[config.mk]
export PLATFORM = sky130hd
export DESIGN_NAME = smrlc_read_ctrl
export DESIGN_NICKNAME = d
export VERILOG_FILES = /design/src/rtl/smrlc_pkg.sv /design/src/rtl/smrlc_pin_mux.sv /design/src/rtl/smrlc_read_ctrl.sv
export SDC_FILE = /design/constraint.sdc
export NUM_CORES = 1
export LEC_CHECK = 0
export ABC_CLOCK_PERIOD_IN_PS = 12220
export BUFFER_PORTS_ARGS = -buffer_cell sky130_fd_sc_hd__buf_2
export CELL_PAD_IN_SITES_DETAIL_PLACEMENT = 0
export CELL_PAD_IN_SITES_GLOBAL_PLACEMENT = 1
export CORE_AREA = 2 2 170 172
export DETAILED_ROUTE_END_ITERATION = 7
export DIE_AREA = 0 0 172 174
export PLACE_DENSITY_LB_ADDON = 0.1
export SKIP_CTS_REPAIR_TIMING = 1
export SLEW_MARGIN = 30
export SYNTH_ARGS = -nofsm -noshare
export SYNTH_HDL_FRONTEND = slang
export SYNTH_SLANG_ARGS = --single-unit
[constraint.sdc]
create_clock -name clk_i -period 12.22 [get_ports clk_i]
set_input_delay 2.444 -clock clk_i [delete_from_list [all_inputs] [get_ports clk_i]]
set_output_delay 2.444 -clock clk_i [all_outputs]
set_load 0.01 [all_outputs]
[src/rtl/smrlc_pkg.sv]
package smrlc_pkg;
  localparam int unsigned NUM_CS     = 6;
  localparam int unsigned ADDR_W     = 26;
  localparam int unsigned DATA_W     = 32;
  localparam int unsigned SETUP_W    = 6;
  localparam int unsigned PULSE_W    = 7;
  localparam int unsigned CYCLE_W    = 9;
  localparam int unsigned CNT_W      = 10;
  // bus width field encoding
  localparam logic [1:0]  WIDTH_8    = 2'h0;
  localparam logic [1:0]  WIDTH_16   = 2'h1;
  localparam logic [1:0]  WIDTH_32   = 2'h2;
  // lane access type encoding
  localparam logic        ACC_SELECT = 1'h0;
  localparam logic        ACC_WRITE  = 1'h1;
  // read mode: which strobe marks valid data
  localparam logic        RMODE_CS   = 1'h0;
  localparam logic        RMODE_RD   = 1'h1;
endpackage

[src/rtl/smrlc_pin_mux.sv]
module smrlc_pin_mux (
  input  wire logic [1:0]  bus_width_sel_i,
  input  wire logic        lane_access_type_i,
  input  wire logic [25:0] addr_i,
  input  wire logic [3:0]  lanes_i,
  input  wire logic        lanes_act_i,
  input  wire logic        wr_act_i,
  output logic [25:0]      addr_pins_o,
  output logic [3:0]       lane_pin_n_o
);
  logic w8;
  logic w16;
  logic bsel;
  logic [3:0] sel_n;
  logic [3:0] wr_n;

  assign w8   = (bus_width_sel_i == smrlc_pkg::WIDTH_8);
  assign w16  = (bus_width_sel_i == smrlc_pkg::WIDTH_16);
  assign bsel = w8 || (lane_access_type_i == smrlc_pkg::ACC_SELECT);

  // ----------------------------------------------------------------
  // lane strobes
  // ----------------------------------------------------------------
  genvar g;
  generate
    for (g = 0; g < 4; g++) begin : g_lane
      assign sel_n[g] = ~(lanes_act_i & lanes_i[g]);
      assign wr_n[g]  = ~(wr_act_i & lanes_i[g]);
    end
  endgenerate

  // ----------------------------------------------------------------
  // pin multiplexing
  // ----------------------------------------------------------------
  always_comb begin
    addr_pins_o       = {addr_i[25:2], 2'h0};
    lane_pin_n_o      = 4'hF;
    if (w8) begin
      addr_pins_o[1:0] = addr_i[1:0];
    end else if (w16) begin
      addr_pins_o[1]   = addr_i[1];
      // two lane selects or writes on 16 bit
      lane_pin_n_o[1:0] = bsel ? sel_n[1:0] : wr_n[1:0];
    end else begin
      // four lane selects or writes on 32 bit
      lane_pin_n_o = bsel ? sel_n : wr_n;
    end
  end
endmodule

[src/rtl/smrlc_read_ctrl.sv]
// How it works
// - drive 26-bit address, 64-Mbyte window per chip select
// - small devices repeat through window; upper bits ignored
// - significant address bits start at 0, 1 or 2 by width
// - per chip select width of 8, 16 or 32 bits
// - 16/32-bit chip selects use byte-write or byte-select
// - 16-bit byte-write: two lane write strobes, one read strobe
// - 32-bit byte-write: four lane write strobes, one read strobe
// - byte-select: one select per lane, single read and write strobe
// - booting from a byte-write chip select is refused
// - shared pins muxed by width and access type
// - 32-bit drops two low address bits, 16-bit drops bit 0
// - unused lane writes or selects stay idle
// - lane selects time exactly like the address
// - lane write strobes time like the single write strobe
// - address driven first, stable until cycle length ends
// - read strobe falls after setup, low for pulse, then hold
// - chip select has own setup and pulse, hold is remainder
// - read timings per chip select in clocks, shared cycle length
// - hold never programmed; derived from cycle minus setup, pulse
// - zero setup and hold keeps strobes low across reads
// - per chip select mode picks which strobe marks data valid
// - six chip selects share one address bus
// - all selects and strobes active low
// - read strobe mode samples data on its rising-edge clock
module smrlc_read_ctrl #(
  parameter int unsigned NUM_CS = smrlc_pkg::NUM_CS
) (
  input  wire logic                                    clk_i,
  input  wire logic                                    rst_i,
  // request side
  input  wire logic                                    req_valid_i,
  output logic                                         req_ready_o,
  input  wire logic [$clog2(NUM_CS)-1:0]               req_cs_i,
  input  wire logic [25:0]                             req_addr_i,
  input  wire logic [3:0]                              req_lanes_i,
  input  wire logic                                    boot_i,
  output logic                                         req_refused_o,
  // per chip select configuration
  input  wire logic [NUM_CS-1:0][1:0]                  bus_width_sel_i,
  input  wire logic [NUM_CS-1:0]                       lane_access_type_i,
  input  wire logic [NUM_CS-1:0]                       read_mode_i,
  input  wire logic [NUM_CS-1:0][smrlc_pkg::SETUP_W-1:0] rd_strobe_setup_i,
  input  wire logic [NUM_CS-1:0][smrlc_pkg::PULSE_W-1:0] rd_strobe_pulse_i,
  input  wire logic [NUM_CS-1:0][smrlc_pkg::SETUP_W-1:0] rd_select_setup_i,
  input  wire logic [NUM_CS-1:0][smrlc_pkg::PULSE_W-1:0] rd_select_pulse_i,
  input  wire logic [NUM_CS-1:0][smrlc_pkg::CYCLE_W-1:0] read_cycle_len_i,
  // data answer
  output logic [31:0]                                  rd_data_o,
  output logic                                         rd_data_valid_o,
  // memory pins
  output logic [25:0]                                  addr_o,
  output logic [NUM_CS-1:0]                            mem_select_n_o,
  output logic                                         read_strobe_n_o,
  output logic                                         write_strobe_n_o,
  output logic [3:0]                                   lane_pin_n_o,
  input  wire logic [31:0]                             data_i,
  output logic [31:0]                                  data_o,
  output logic [31:0]                                  data_oe_o
);
  localparam int CW = smrlc_pkg::CNT_W;

  typedef enum logic [0:0] {SMRLC_IDLE, SMRLC_READ} smrlc_state_t;

  smrlc_state_t                state_r;
  logic [$clog2(NUM_CS)-1:0]   cs_r;
  logic [25:0]                 addr_r;
  logic [3:0]                  lanes_r;
  logic [CW-1:0]               cnt_r;
  logic [CW-1:0]               cnt_nxt;
  logic                        rd_low_r;
  logic                        cs_low_r;
  logic [31:0]                 rd_data_r;
  logic                        rd_data_valid_r;
  logic                        refused_r;

  logic [CW-1:0] cyc;
  logic [CW-1:0] rs_on;
  logic [CW-1:0] rs_off;
  logic [CW-1:0] cs_on;
  logic [CW-1:0] cs_off;
  logic          last;
  logic          take;
  logic          bad_boot;
  logic          rd_low_nxt;
  logic          cs_low_nxt;
  logic [1:0]    width_cur;
  logic          acc_cur;
  logic [25:0]   addr_fmt;

  // ----------------------------------------------------------------
  // timing decode for the active chip select
  // ----------------------------------------------------------------
  // per chip select counts in clocks
  assign cyc    = CW'(read_cycle_len_i[cs_r]);
  assign rs_on  = CW'(rd_strobe_setup_i[cs_r]);
  assign cs_on  = CW'(rd_select_setup_i[cs_r]);
  // hold is the remainder of the cycle
  assign rs_off = rs_on + CW'(rd_strobe_pulse_i[cs_r]);
  assign cs_off = cs_on + CW'(rd_select_pulse_i[cs_r]);
  assign last   = (state_r == SMRLC_READ) && (cnt_r + CW'(1) >= cyc);

  // no boot from byte-write chip select
  assign bad_boot = boot_i && (bus_width_sel_i[req_cs_i] != smrlc_pkg::WIDTH_8)
                    && (lane_access_type_i[req_cs_i] == smrlc_pkg::ACC_WRITE);
  assign req_ready_o = (state_r == SMRLC_IDLE) || last;
  assign take        = req_valid_i && req_ready_o && !bad_boot;

  // ----------------------------------------------------------------
  // sequencer
  // ----------------------------------------------------------------
  always_comb begin
    cnt_nxt = cnt_r + CW'(1);
    if (take) begin
      cnt_nxt = '0;
    end
  end

  always_ff @(posedge clk_i) begin
    if (rst_i) begin
      state_r <= SMRLC_IDLE;
      cnt_r   <= '0;
    end else begin
      unique case (state_r)
        SMRLC_IDLE: begin
          if (take) begin
            state_r <= SMRLC_READ;
          end
          cnt_r <= '0;
        end
        SMRLC_READ: begin
          if (last && !take) begin
            state_r <= SMRLC_IDLE;
          end
          cnt_r <= cnt_nxt;
        end
      endcase
    end
  end

  always_ff @(posedge clk_i) begin
    if (rst_i) begin
      cs_r    <= '0;
      addr_r  <= '0;
      lanes_r <= 4'h0;
    end else if (take) begin
      cs_r    <= req_cs_i;
      // upper bits simply ignored by device
      addr_r  <= req_addr_i;
      lanes_r <= req_lanes_i;
    end
  end

  always_ff @(posedge clk_i) begin
    if (rst_i) begin
      refused_r <= 1'h0;
    end else begin
      refused_r <= req_valid_i && req_ready_o && bad_boot;
    end
  end

  // ----------------------------------------------------------------
  // strobe waveforms
  // ----------------------------------------------------------------
  // next-count strobe levels; registered so pins are glitch free
  always_comb begin
    logic [CW-1:0] n;
    n          = take ? '0 : cnt_nxt;
    rd_low_nxt = 1'h0;
    cs_low_nxt = 1'h0;
    if (take || (state_r == SMRLC_READ && !last)) begin
      if (take) begin
        // new cycle uses the incoming chip select's counts
        rd_low_nxt = (CW'(rd_strobe_setup_i[req_cs_i]) == '0);
        cs_low_nxt = (CW'(rd_select_setup_i[req_cs_i]) == '0);
      end else begin
        // strobe low from setup for pulse
        rd_low_nxt = (n >= rs_on) && (n < rs_off);
        cs_low_nxt = (n >= cs_on) && (n < cs_off);
      end
    end
  end

  // zero setup and hold stays low
  always_ff @(posedge clk_i) begin
    if (rst_i) begin
      rd_low_r <= 1'h0;
      cs_low_r <= 1'h0;
    end else begin
      rd_low_r <= rd_low_nxt;
      cs_low_r <= cs_low_nxt;
    end
  end

  // ----------------------------------------------------------------
  // data capture
  // ----------------------------------------------------------------
  always_ff @(posedge clk_i) begin
    if (rst_i) begin
      rd_data_r       <= 32'h0000_0000;
      rd_data_valid_r <= 1'h0;
    end else begin
      rd_data_valid_r <= 1'h0;
      if (read_mode_i[cs_r] == smrlc_pkg::RMODE_RD) begin
        if (rd_low_r && !rd_low_nxt) begin
          rd_data_r       <= data_i;
          rd_data_valid_r <= 1'h1;
        end
      end else if (cs_low_r && !cs_low_nxt) begin
        rd_data_r       <= data_i;
        rd_data_valid_r <= 1'h1;
      end
    end
  end

  // ----------------------------------------------------------------
  // pins
  // ----------------------------------------------------------------
  // width per chip select
  assign width_cur = bus_width_sel_i[cs_r];
  assign acc_cur   = lane_access_type_i[cs_r];

  always_comb begin
    addr_fmt = addr_r;
    if (width_cur == smrlc_pkg::WIDTH_16) begin
      addr_fmt[0] = 1'h0;
    end else if (width_cur != smrlc_pkg::WIDTH_8) begin
      addr_fmt[1:0] = 2'h0;
    end
  end

  smrlc_pin_mux u_mux (
    .bus_width_sel_i    (width_cur),
    .lane_access_type_i (acc_cur),
    .addr_i             (addr_fmt),
    .lanes_i            (lanes_r),
    .lanes_act_i        (state_r == SMRLC_READ),
    .wr_act_i           (1'h0),
    .addr_pins_o        (addr_o),
    .lane_pin_n_o       (lane_pin_n_o)
  );

  genvar g;
  generate
    for (g = 0; g < NUM_CS; g++) begin : g_cs
      assign mem_select_n_o[g] = ~(cs_low_r && (cs_r == g));
    end
  endgenerate

  assign read_strobe_n_o  = ~rd_low_r;
  assign write_strobe_n_o = 1'h1;
  assign data_o           = 32'h0000_0000;
  assign data_oe_o        = 32'h0000_0000;
  assign rd_data_o        = rd_data_r;
  assign rd_data_valid_o  = rd_data_valid_r;
  assign req_refused_o    = refused_r;
endmodule

==> results of run 1 <==
[sequential cells by signal (all words and copies together), names as in the netlist]
signal and count:
rd_data_o 32, addr_r 26, cnt_r 10, lanes_r 4
cs_r 3, cs_low_r 1, rd_data_valid_o 1, rd_low_r 1
req_refused_o 1, state_r 1
[per-stage QoR]
step | cells | cell area, um2 | util
CTS | 1526 | 9320 | 0.330
finish | 1533 | 9340 | 0.331
floorplan | 879 | 7470 | -
global route | 1531 | 9330 | 0.330
detailed placement | 1511 | 9030 | 0.320
global placement | 1511 | 9030 | 0.320
[cell usage after synthesis, drive strengths merged, types with 3 or more instances]
cell,n,area (um2)
mux2i,105,1050
buf,104,756
nor2,86,330
dfxtp,80,1600
nand2b,69,432
ha,45,563
a21oi,41,205
nand2,40,150
mux4,39,878
clkbuf,29,109
o21ai,28,140
inv,25,93.8
nand3,14,70.1
xnor2,12,105
nor4,11,68.8
a21o,8,60.1
nor3,8,40.0
xor2,8,70.1
o211ai,7,52.6
nor2b,5,31.3
or4,5,37.5
a31oi,4,25.0
and2,4,25.0
a211oi,3,22.5
nand4,3,18.8
o2111ai,3,26.3
o21a,3,22.5
[critical path: stages]
cell and delay, ns:
buf_2 0.10, mux4_2 0.50, nand2_1 0.08, o21ai_0 0.08, ha_1 0.30, nand2b_1 0.14, a2111oi_0 0.42, o32ai_1 0.16
a31oi_1 0.19, o21a_1 0.24, inv_2 0.10, buf_2 0.16
[power by group through the flow]
stage / Clock [uW] / Combinational [uW] / Sequential, uW
final: 269 / 314 / 281
after CTS: 278 / 320 / 281
after detailed placement: 0 / 319 / 286
after global placement: 0 / 317 / 287
after floorplan: 0 / 224 / 285
after global routing: 289 / 354 / 283
[per-layer routing]
| metal | routed length, um | track usage | vias up |
|---|---|---|---|
| met5 | 48 | 0 | - |
| met4 | 393 | 0.0389 | 8 |
| met3 | 2440 | 0.0528 | 27 |
| met2 | 13200 | 0.314 | 295 |
| met1 | 11300 | 0.215 | 3127 |
| li1 | - | - | 3401 |
[worst paths after layout]
check                            startpoint  slack [ns]                         end  cells after the start
hold / removal    rd_data_o[5]$_SDFFE_PP0P_        0.48   rd_data_o[5]$_SDFFE_PP0P_                      2
hold reg to reg   rd_data_o[5]$_SDFFE_PP0P_        0.48   rd_data_o[5]$_SDFFE_PP0P_                      2
setup / recovery       read_cycle_len_i[27]        4.87                 req_ready_o                     12
setup reg to reg       cs_r[0]$_SDFFE_PP0P_        5.97  rd_data_o[16]$_SDFFE_PP0P_                     23
[layout make-up]
cell class                 count  area [um2]  area share
clock buffer                  10         229      0.0245
inverter                      25        93.8      0.0101
timing repair buffer         381        1920       0.206
antenna                        7        17.5     0.00188
tap                          384         480      0.0515
sequential                    80        1610       0.172
clock inverter                 5        57.6     0.00616
multi-input combinational    641        4930       0.528
[logic make-up (layout without fill, tap and decap cells)]
group	after synthesis	count (layout)	share of synthesized area
compound gates	111	111	0.0944
xor+xnor	20	20	0.0242
fa+ha+maj	47	47	0.0833
buf+inv	158	421	0.132
flops	80	80	0.221
mux	144	144	0.267
other cells	2	72	0.00104
simple gates	254	254	0.177
==> qor.yml, run 1 <==
power:
  clock_power_share: 0.311
  switching_share: 0.332
  intPower_uw: 577
  p_per_area_nw_per_um2: 92.6
  p_switching_uw: 287
  power.total_uw: 864
  combPwrFrac: 0.364
  leakagePower_uw: 0.00461
  peakVddDrop_uv: 57.6
  seq_power_share: 0.325
routing:
  routed_wl_um: 27400
  dr.pass1.iters: 4
  via_per_inst: 4.47
  route.detailed.drc: 0
  drt-initial-drc-count: 183
  drt-wirelength-per-cell_um: 17.9
  final_antenna_net_count: 0
  num_vias: 6858
critical_path:
  crit_arrival_ns: 4.91
  path_max_fanout: 5
  startpoint_type: "input pin"
  critPathRequiredTime_ns: 9.78
  crit_type: "in2out"
  endpoint_kind: "output pin"
sta:
  setup_tns_ns: 0
  max_freq_mhz: 136
  hold_viol: 0
  fin_worst_skew_ns: 0.00806
  relSlewSlack: 0.493
  worstMarginPinSlew_ns: 0.760
  hold_slack_ns: 0.476
  setup_ws_ns: 4.87
  fin_crit_ns: 7.35
  setup-violations-final: 0
  slew_violations: 0
  grt_setup_unrepaired: "false"
  post-route-period-util: 0.602
clocking:
  clkLatencyLatePin_ns: 0.34
  numClockSinks: 80
  clkTransAtPathRegs_ns: 0.06
  cts_buffers: 9
  cts-root-buf: "clkbuf_16"
  htreeDepth: 3
  clk_path_buf_depth: 2
  cts_tree: "yes"
floorplanning:
  core_area_um2: 28200
  dieArea_um2: 29900
  initial_core_util: 0.256
  row_count: 62
  die_h_um: 174
  die_w_um: 172
  io_pins: 440
layout:
  syn_to_final_growth_pct: 29.0
  layout-drive-gt1-share: 0.389
  fin_nets: 1488
  layout_commonest_cell: "buf_2"
  fillers: 3145
  final_cell_mix: "buf_2 (374), mux2i_1 (105), nor2_1 (85)"
synthesis:
  synth_edf_count: 0
  synth.avg_cell_area_um2: 8.87
  syn_area_um2: 7240
  ys_seq_elements: 80
  yosys_warnings: 0
  syn_inst: 816
  yosys.cell_types.count: 55
  synth_seq_area_share: 0.221
  async_flop_share: 0
  synth_top_flop_cell: "dfxtp_1"
global_route:
  grt-ovfl-total: 0
  grt_max_degree: 63
  grt_pass1_vias: 6983
  grt_usage: 0.179
  antenna_found_initial: 11
  grt_first_pass_wirelength_um: 40700
place:
  hpwl_um: 22800
  numPortBuffers: 374
  place_ws_ns: 4.68
  place.gp.congestion: 0.813
min_path:
  holdCritPathClass: "reg2reg"
outcome:
  outcome: "completed"
job:
  cap_violations: 0
No activity file was read; power rests on OpenSTA's default activity.
==> inputs of run 2 (changes only) <==
--- a/config.mk
+++ b/config.mk
@@ -5,13 +5,14 @@
 export SDC_FILE = /design/constraint.sdc
 export NUM_CORES = 1
 export LEC_CHECK = 0
-export ABC_CLOCK_PERIOD_IN_PS = 12220
+export ABC_AREA = 1
+export ABC_CLOCK_PERIOD_IN_PS = 6700
 export BUFFER_PORTS_ARGS = -buffer_cell sky130_fd_sc_hd__buf_2
 export CELL_PAD_IN_SITES_DETAIL_PLACEMENT = 0
 export CELL_PAD_IN_SITES_GLOBAL_PLACEMENT = 1
-export CORE_AREA = 2 2 170 172
+export CORE_AREA = 2 2 196 150
 export DETAILED_ROUTE_END_ITERATION = 7
-export DIE_AREA = 0 0 172 174
+export DIE_AREA = 0 0 198 152
 export PLACE_DENSITY_LB_ADDON = 0.1
 export SKIP_CTS_REPAIR_TIMING = 1
 export SLEW_MARGIN = 30
==> constraint.sdc (replaced) <==
create_clock -name clk_i -period 6.7 [get_ports clk_i]
set_input_delay 1.34 -clock clk_i [delete_from_list [all_inputs] [get_ports clk_i]]
set_output_delay 1.34 -clock clk_i [all_outputs]
set_load 0.01 [all_outputs]
==> qor.yml, run 2 <==
outcome:
  outcome: "completed"
clocking:
  clkTransAtPathRegs_ns: 0.06
  numClockSinks: 80
  htreeDepth: 3
  cts_tree: "yes"
  cts_buffers: 9
  cts-root-buf: "clkbuf_16"
  clk_path_buf_depth: 2
  clkLatencyLatePin_ns: 0.33
layout:
  design_area_um2: 9510
  fin_nets: 1763
  layout_commonest_cell: "buf_2"
  multi_input_area_um2: 4690
  fillers: 3237
  syn_to_final_growth_pct: 27.3
  final_cell_mix: "buf_2 (374), nand2_1 (266), inv_1 (99)"
  regArea_um2: 1600
  largest_reg_flops: 32
  layout-drive-gt1-share: 0.336
synthesis:
  synth.avg_cell_area_um2: 6.78
  synth.top_cell.area_share: 0.214
  synth_mux_area_frac: 0
  yosys_warnings: 0
  syn_area_um2: 7470
  synth_common_cells: "nand2_1 (266), inv_1 (100), buf_4 (89)"
  yosysTopAreaCell: "dfxtp_1"
  synth-xor-area-share: 0.0198
  synth_seq_area_share: 0.214
  async_flop_share: 0
  syn_inst: 1102
  yosys.area_share.adder: 0.0807
  yosys.cell_types.count: 49
  synthTopCellsByArea: "dfxtp_1 (21%), nand2_1 (13%), buf_4 (8.9%), ha_1 (7.5%), a22oi_1 (7.2%)"
  synth_edf_count: 0
  synth_top_family_by_area: "simple AND/OR/NAND/NOR gates"
  ys_seq_elements: 80
  synth_top_flop_cell: "dfxtp_1"
  synthSimpleGateAreaFrac: 0.276
  synth_compound_gate_area_share: 0.219
  yosysMostFrequentCell: "nand2_1"
critical_path:
  crit_start: "cs_r[0]$_SDFFE_PP0P_"
  endpoint_kind: "register"
  cp.depth: 33
  reg2reg_depth: 33
  critPathRequiredTime_ns: 6.93
  crit_top_cell: "nand2_1"
  critPathTopFamily: "simple AND/OR/NAND/NOR gates"
  startpoint_type: "register"
  r2r_start: "cs_r[0]$_SDFFE_PP0P_"
  cp_slowest_cell: "nand2_4"
  crit_type: "reg2reg"
  critPathMaxStageDelay_ns: 0.47
  crit_arrival_ns: 5.79
  r2r_end: "rd_data_o[27]$_SDFFE_PP0P_"
  path_max_fanout: 65
  worstPathBufferInverterCount: 4
  endpoint: "rd_data_o[27]$_SDFFE_PP0P_"
  reg2reg_slack_ns: 1.14
sta:
  setup_tns_ns: 0
  worstMarginPinSlew_ns: 0.928
  hold_viol: 0
  slew_violations: 0
  fin_worst_skew_ns: 0.00815
  hold_slack_ns: 0.450
  fin_crit_ns: 5.56
  setup-violations-final: 0
  post-route-period-util: 0.829
  relSlewSlack: 0.382
  max_freq_mhz: 180
  grt_setup_unrepaired: "false"
  setup_ws_ns: 1.14
global_route:
  grt_max_degree: 73
  grt_usage: 0.211
  grt_pass1_vias: 7903
  grt_first_pass_wirelength_um: 48200
  grt-ovfl-total: 0
  antenna_found_initial: 7
floorplanning:
  io_pins: 440
  die_w_um: 198
  row_count: 54
  die_h_um: 152
  core_area_um2: 28400
  initial_core_util: 0.263
  dieArea_um2: 30100
routing:
  route.detailed.drc: 0
  dr.pass1.iters: 5
  num_vias: 8361
  final_antenna_net_count: 0
  routed_wl_um: 32700
  drt-wirelength-per-cell_um: 18.0
  drt-initial-drc-count: 431
  via_per_inst: 4.61
job:
  cap_violations: 0
place:
  numPortBuffers: 374
  place.gp.congestion: 0.881
  dpl_cell_area_um2: 9170
  place_ws_ns: 0.895
  hpwl_um: 26400
power:
  power.total_uw: 1930
  leakagePower_uw: 0.00508
  peakVddDrop_uv: 134
  p_per_area_nw_per_um2: 203
min_path:
  holdCritPathClass: "reg2reg"
  whs_path_depth: 2
## run 2: cell types whose count changed after synthesis, sizes merged, moves of 15 or more
cell,previous run,this run
nand2,40,280
mux2i,105,0
inv,25,106
a22oi,0,72
nand2b,69,0
a21oi,41,104
nand3,14,68
mux4,39,0
nor2,86,67
nand4,3,18
## run 2: cell type report
class / count / area share
clock inverters: 4 / 0.0100
clock buffers: 10 / 0.0241
well taps: 392 / 0.0516
inverters: 107 / 0.0422
flip-flops and latches: 80 / 0.168
diodes: 6 / 0.00158
multi-input cells: 828 / 0.494
repair buffers: 387 / 0.208
## run 2: how the worst min path moves through the flow
stage	from	endpoint	slack, ns
6_report	addr_r[0]$_SDFFE_PP0P_	addr_r[0]$_SDFFE_PP0P_	0.45
5_1_grt	addr_r[22]$_SDFFE_PP0P_	addr_r[22]$_SDFFE_PP0P_	0.48
4_1_cts	addr_r[0]$_SDFFE_PP0P_	addr_r[0]$_SDFFE_PP0P_	0.45
3_5_place_dp	addr_r[0]$_SDFFE_PP0P_	addr_r[0]$_SDFFE_PP0P_	0.45
3_3_place_gp	addr_r[1]$_SDFFE_PP0P_	addr_r[1]$_SDFFE_PP0P_	0.44
2_1_floorplan	addr_r[0]$_SDFFE_PP0P_	addr_r[0]$_SDFFE_PP0P_	0.43
## run 2: worst min-delay path, stage by stage (launching register included)
cell	delay (ns)
dfxtp_1	0.29
inv_1	0.06
a21oi_1	0.05
## run 2: per-layer routing
| layer | track usage | up-vias | routed length (um) |
|---|---|---|---|
| li1 | - | 4181 | - |
| met1 | 0.291 | 3888 | 15700 |
| met2 | 0.344 | 273 | 14900 |
| met3 | 0.0384 | 17 | 1780 |
| met4 | 0.0383 | 2 | 294 |
| met5 | 0 | - | 17 |
## run 2: cells by family after synthesis
| group | Yosys count |
|---|---|
| simple gates | 453 |
| buf+inv | 257 |
| compound gates | 247 |
| flops | 80 |
| fa+ha+maj | 47 |
| xor+xnor | 16 |
| other cells | 2 |
## run 2: per-stage QoR
stage	std cells	util
3_5_place_dp	1794	0.322
4_1_cts	1808	0.334
3_3_place_gp	1794	0.322
2_1_floorplan	1165	-
6_report	1814	0.334
5_1_grt	1814	0.334
## run 2: where the power goes
| group | total (uW) | internal (uW) | switching, uW |
|---|---|---|---|
| clock network | 553 | 360 | 193 |
| registers | 532 | 511 | 20.3 |
| logic | 841 | 317 | 524 |
| total | 1930 | 1190 | 738 |
==> inputs of run 3 (changes only) <==
--- a/config.mk
+++ b/config.mk
@@ -6,7 +6,7 @@
 export NUM_CORES = 1
 export LEC_CHECK = 0
 export ABC_AREA = 1
-export ABC_CLOCK_PERIOD_IN_PS = 6700
+export ABC_CLOCK_PERIOD_IN_PS = 4500
 export BUFFER_PORTS_ARGS = -buffer_cell sky130_fd_sc_hd__buf_2
 export CELL_PAD_IN_SITES_DETAIL_PLACEMENT = 0
 export CELL_PAD_IN_SITES_GLOBAL_PLACEMENT = 1
==> constraint.sdc (replaced) <==
create_clock -name clk_i -period 4.5 [get_ports clk_i]
set_input_delay 0.9 -clock clk_i [delete_from_list [all_inputs] [get_ports clk_i]]
set_output_delay 0.9 -clock clk_i [all_outputs]
set_load 0.01 [all_outputs]
==> qor.yml, run 3 (synthesis gave the netlist of run 2 again) <==
sta:
  setup-violations-final: 0
  relSlewSlack: 0.538
  fin_worst_skew_ns: 0.00687
  worstMarginPinSlew_ns: 0.694
  grt_setup_unrepaired: "true"
  max_freq_mhz: 231
  slew_violations: 0
  hold_slack_ns: 0.463
  hold_viol: 0
  setup_tns_ns: 0
  fin_crit_ns: 4.34
  post-route-period-util: 0.963
global_route:
  grt_max_degree: 66
  antenna_found_initial: 6
  grt-ovfl-total: 0
  grt_pass1_vias: 8095
  grt_first_pass_wirelength_um: 47300
  grt_usage: 0.204
routing:
  drt-initial-drc-count: 450
  final_antenna_net_count: 0
  num_vias: 8651
  dr.pass1.iters: 4
  via_per_inst: 4.55
  routed_wl_um: 33400
  route.detailed.drc: 0
  drt-wirelength-per-cell_um: 17.6
critical_path:
  cp_slowest_cell: "dfxtp_4"
  startpoint_type: "register"
  crit_type: "reg2reg"
  crit_arrival_ns: 4.57
  reg2reg_depth: 29
  endpoint_kind: "register"
  critPathMaxStageDelay_ns: 0.39
  crit_top_cell: "nand2_1"
  critPathRequiredTime_ns: 4.74
  path_max_fanout: 14
place:
  hpwl_um: 26100
  placed_cells: 1856
  numPortBuffers: 374
  place.gp.congestion: 0.827
power:
  clock_power_share: 0.256
  p_switching_uw: 1180
  p_per_area_nw_per_um2: 282
  combPwrFrac: 0.484
  switching_share: 0.389
  leakagePower_uw: 0.00568
  peakVddDrop_uv: 191
  seq_power_share: 0.260
  intPower_uw: 1860
floorplanning:
  core_area_um2: 28400
  io_pins: 440
  initial_core_util: 0.263
  dieArea_um2: 30100
  die_h_um: 152
  row_count: 54
  die_w_um: 198
layout:
  final_cell_mix: "buf_2 (374), nand2_1 (257), inv_1 (93)"
  fin_nets: 1851
  regArea_um2: 1610
  finalNonFillerCells: 1900
  syn_to_final_growth_pct: 44.1
  multi_input_area_um2: 4990
  fillers: 3181
  final_core_util: 0.379
  layout_commonest_cell: "buf_2"
  largest_reg_flops: 32
  layout-drive-gt1-share: 0.406
clocking:
  clkLatencyLatePin_ns: 0.34
  cts_buffers: 9
  clk_path_buf_depth: 2
  clkTransAtPathRegs_ns: 0.07
  cts-root-buf: "clkbuf_16"
  htreeDepth: 3
  numClockSinks: 80
  cts_tree: "yes"
job:
  cap_violations: 0
min_path:
  holdCritPathClass: "reg2reg"
  whs_path_depth: 2
outcome:
  outcome: "completed"
## run 3: cell types whose count changed in the layout (fill, tap and decap cells not counted), sizes merged
cell,before,now
inv,106,107
nand2,280,281
clkinvlp,0,2
clkbuf,10,19
buf,387,465
bufinv,3,1
clkinv,2,1
diode,6,3
nand3,68,69
## run 3: final cells by class
type,instances,area share
Antenna cell,3,0.000697
Clock buffer,11,0.0235
Timing Repair Buffer,473,0.274
Multi-Input combinational cell,830,0.464
Sequential cell,80,0.149
Clock inverter,4,0.00500
Tap cell,392,0.0456
Inverter,107,0.0385
## run 3: final timing paths
path	start	end	slack [ns]
setup / recovery	cs_r[0]$_SDFFE_PP0P_	rd_data_o[0]$_SDFFE_PP0P_	0.16
hold / removal	addr_r[17]$_SDFFE_PP0P_	addr_r[17]$_SDFFE_PP0P_	0.46
setup reg to reg	cs_r[0]$_SDFFE_PP0P_	rd_data_o[0]$_SDFFE_PP0P_	0.16
hold reg to reg	addr_r[17]$_SDFFE_PP0P_	addr_r[17]$_SDFFE_PP0P_	0.46
## run 3: through the flow
stage | cell area [um2] | setup WS (ns) | power [uW]
3_5_place_dp | 9730 | -0.307 | 2160
6_report | 10800 | 0.165 | 3040
3_3_place_gp | 9730 | -0.319 | 2150
5_1_grt | 10800 | -0.178 | 3270
2_1_floorplan | 7790 | 0.0275 | 1660
4_1_cts | 10000 | -0.180 | 2950
## run 3: metal layers
layer / vias to the layer above / routed length (um) / track usage
met1: 3957 / 16500 / 0.286
met3: 17 / 2090 / 0.0479
met4: 6 / 169 / 0.0204
li1: 4368 / - / -
met2: 303 / 14600 / 0.330
met5: - / 46 / 0
## run 3: worst max-delay path, delay by kind of cell, from the launching register on
family,cells,cell delay (ns)
adders and majority gates,2,0.65
and+or+nand+nor,13,1.08
buffers and inverters,8,1.20
AOI/OAI and AO/OA,5,0.78
xor gates and xnor gates,1,0.12
DFF,1,0.39
## run 3: power groups by stage
stage | logic, uW | clock network (uW) | registers [uW]
after floorplan | 849 | 0 | 814
after global placement | 1350 | 0 | 803
after detailed placement | 1350 | 0 | 804
after CTS | 1360 | 801 | 788
after global routing | 1650 | 834 | 795
final | 1470 | 778 | 789
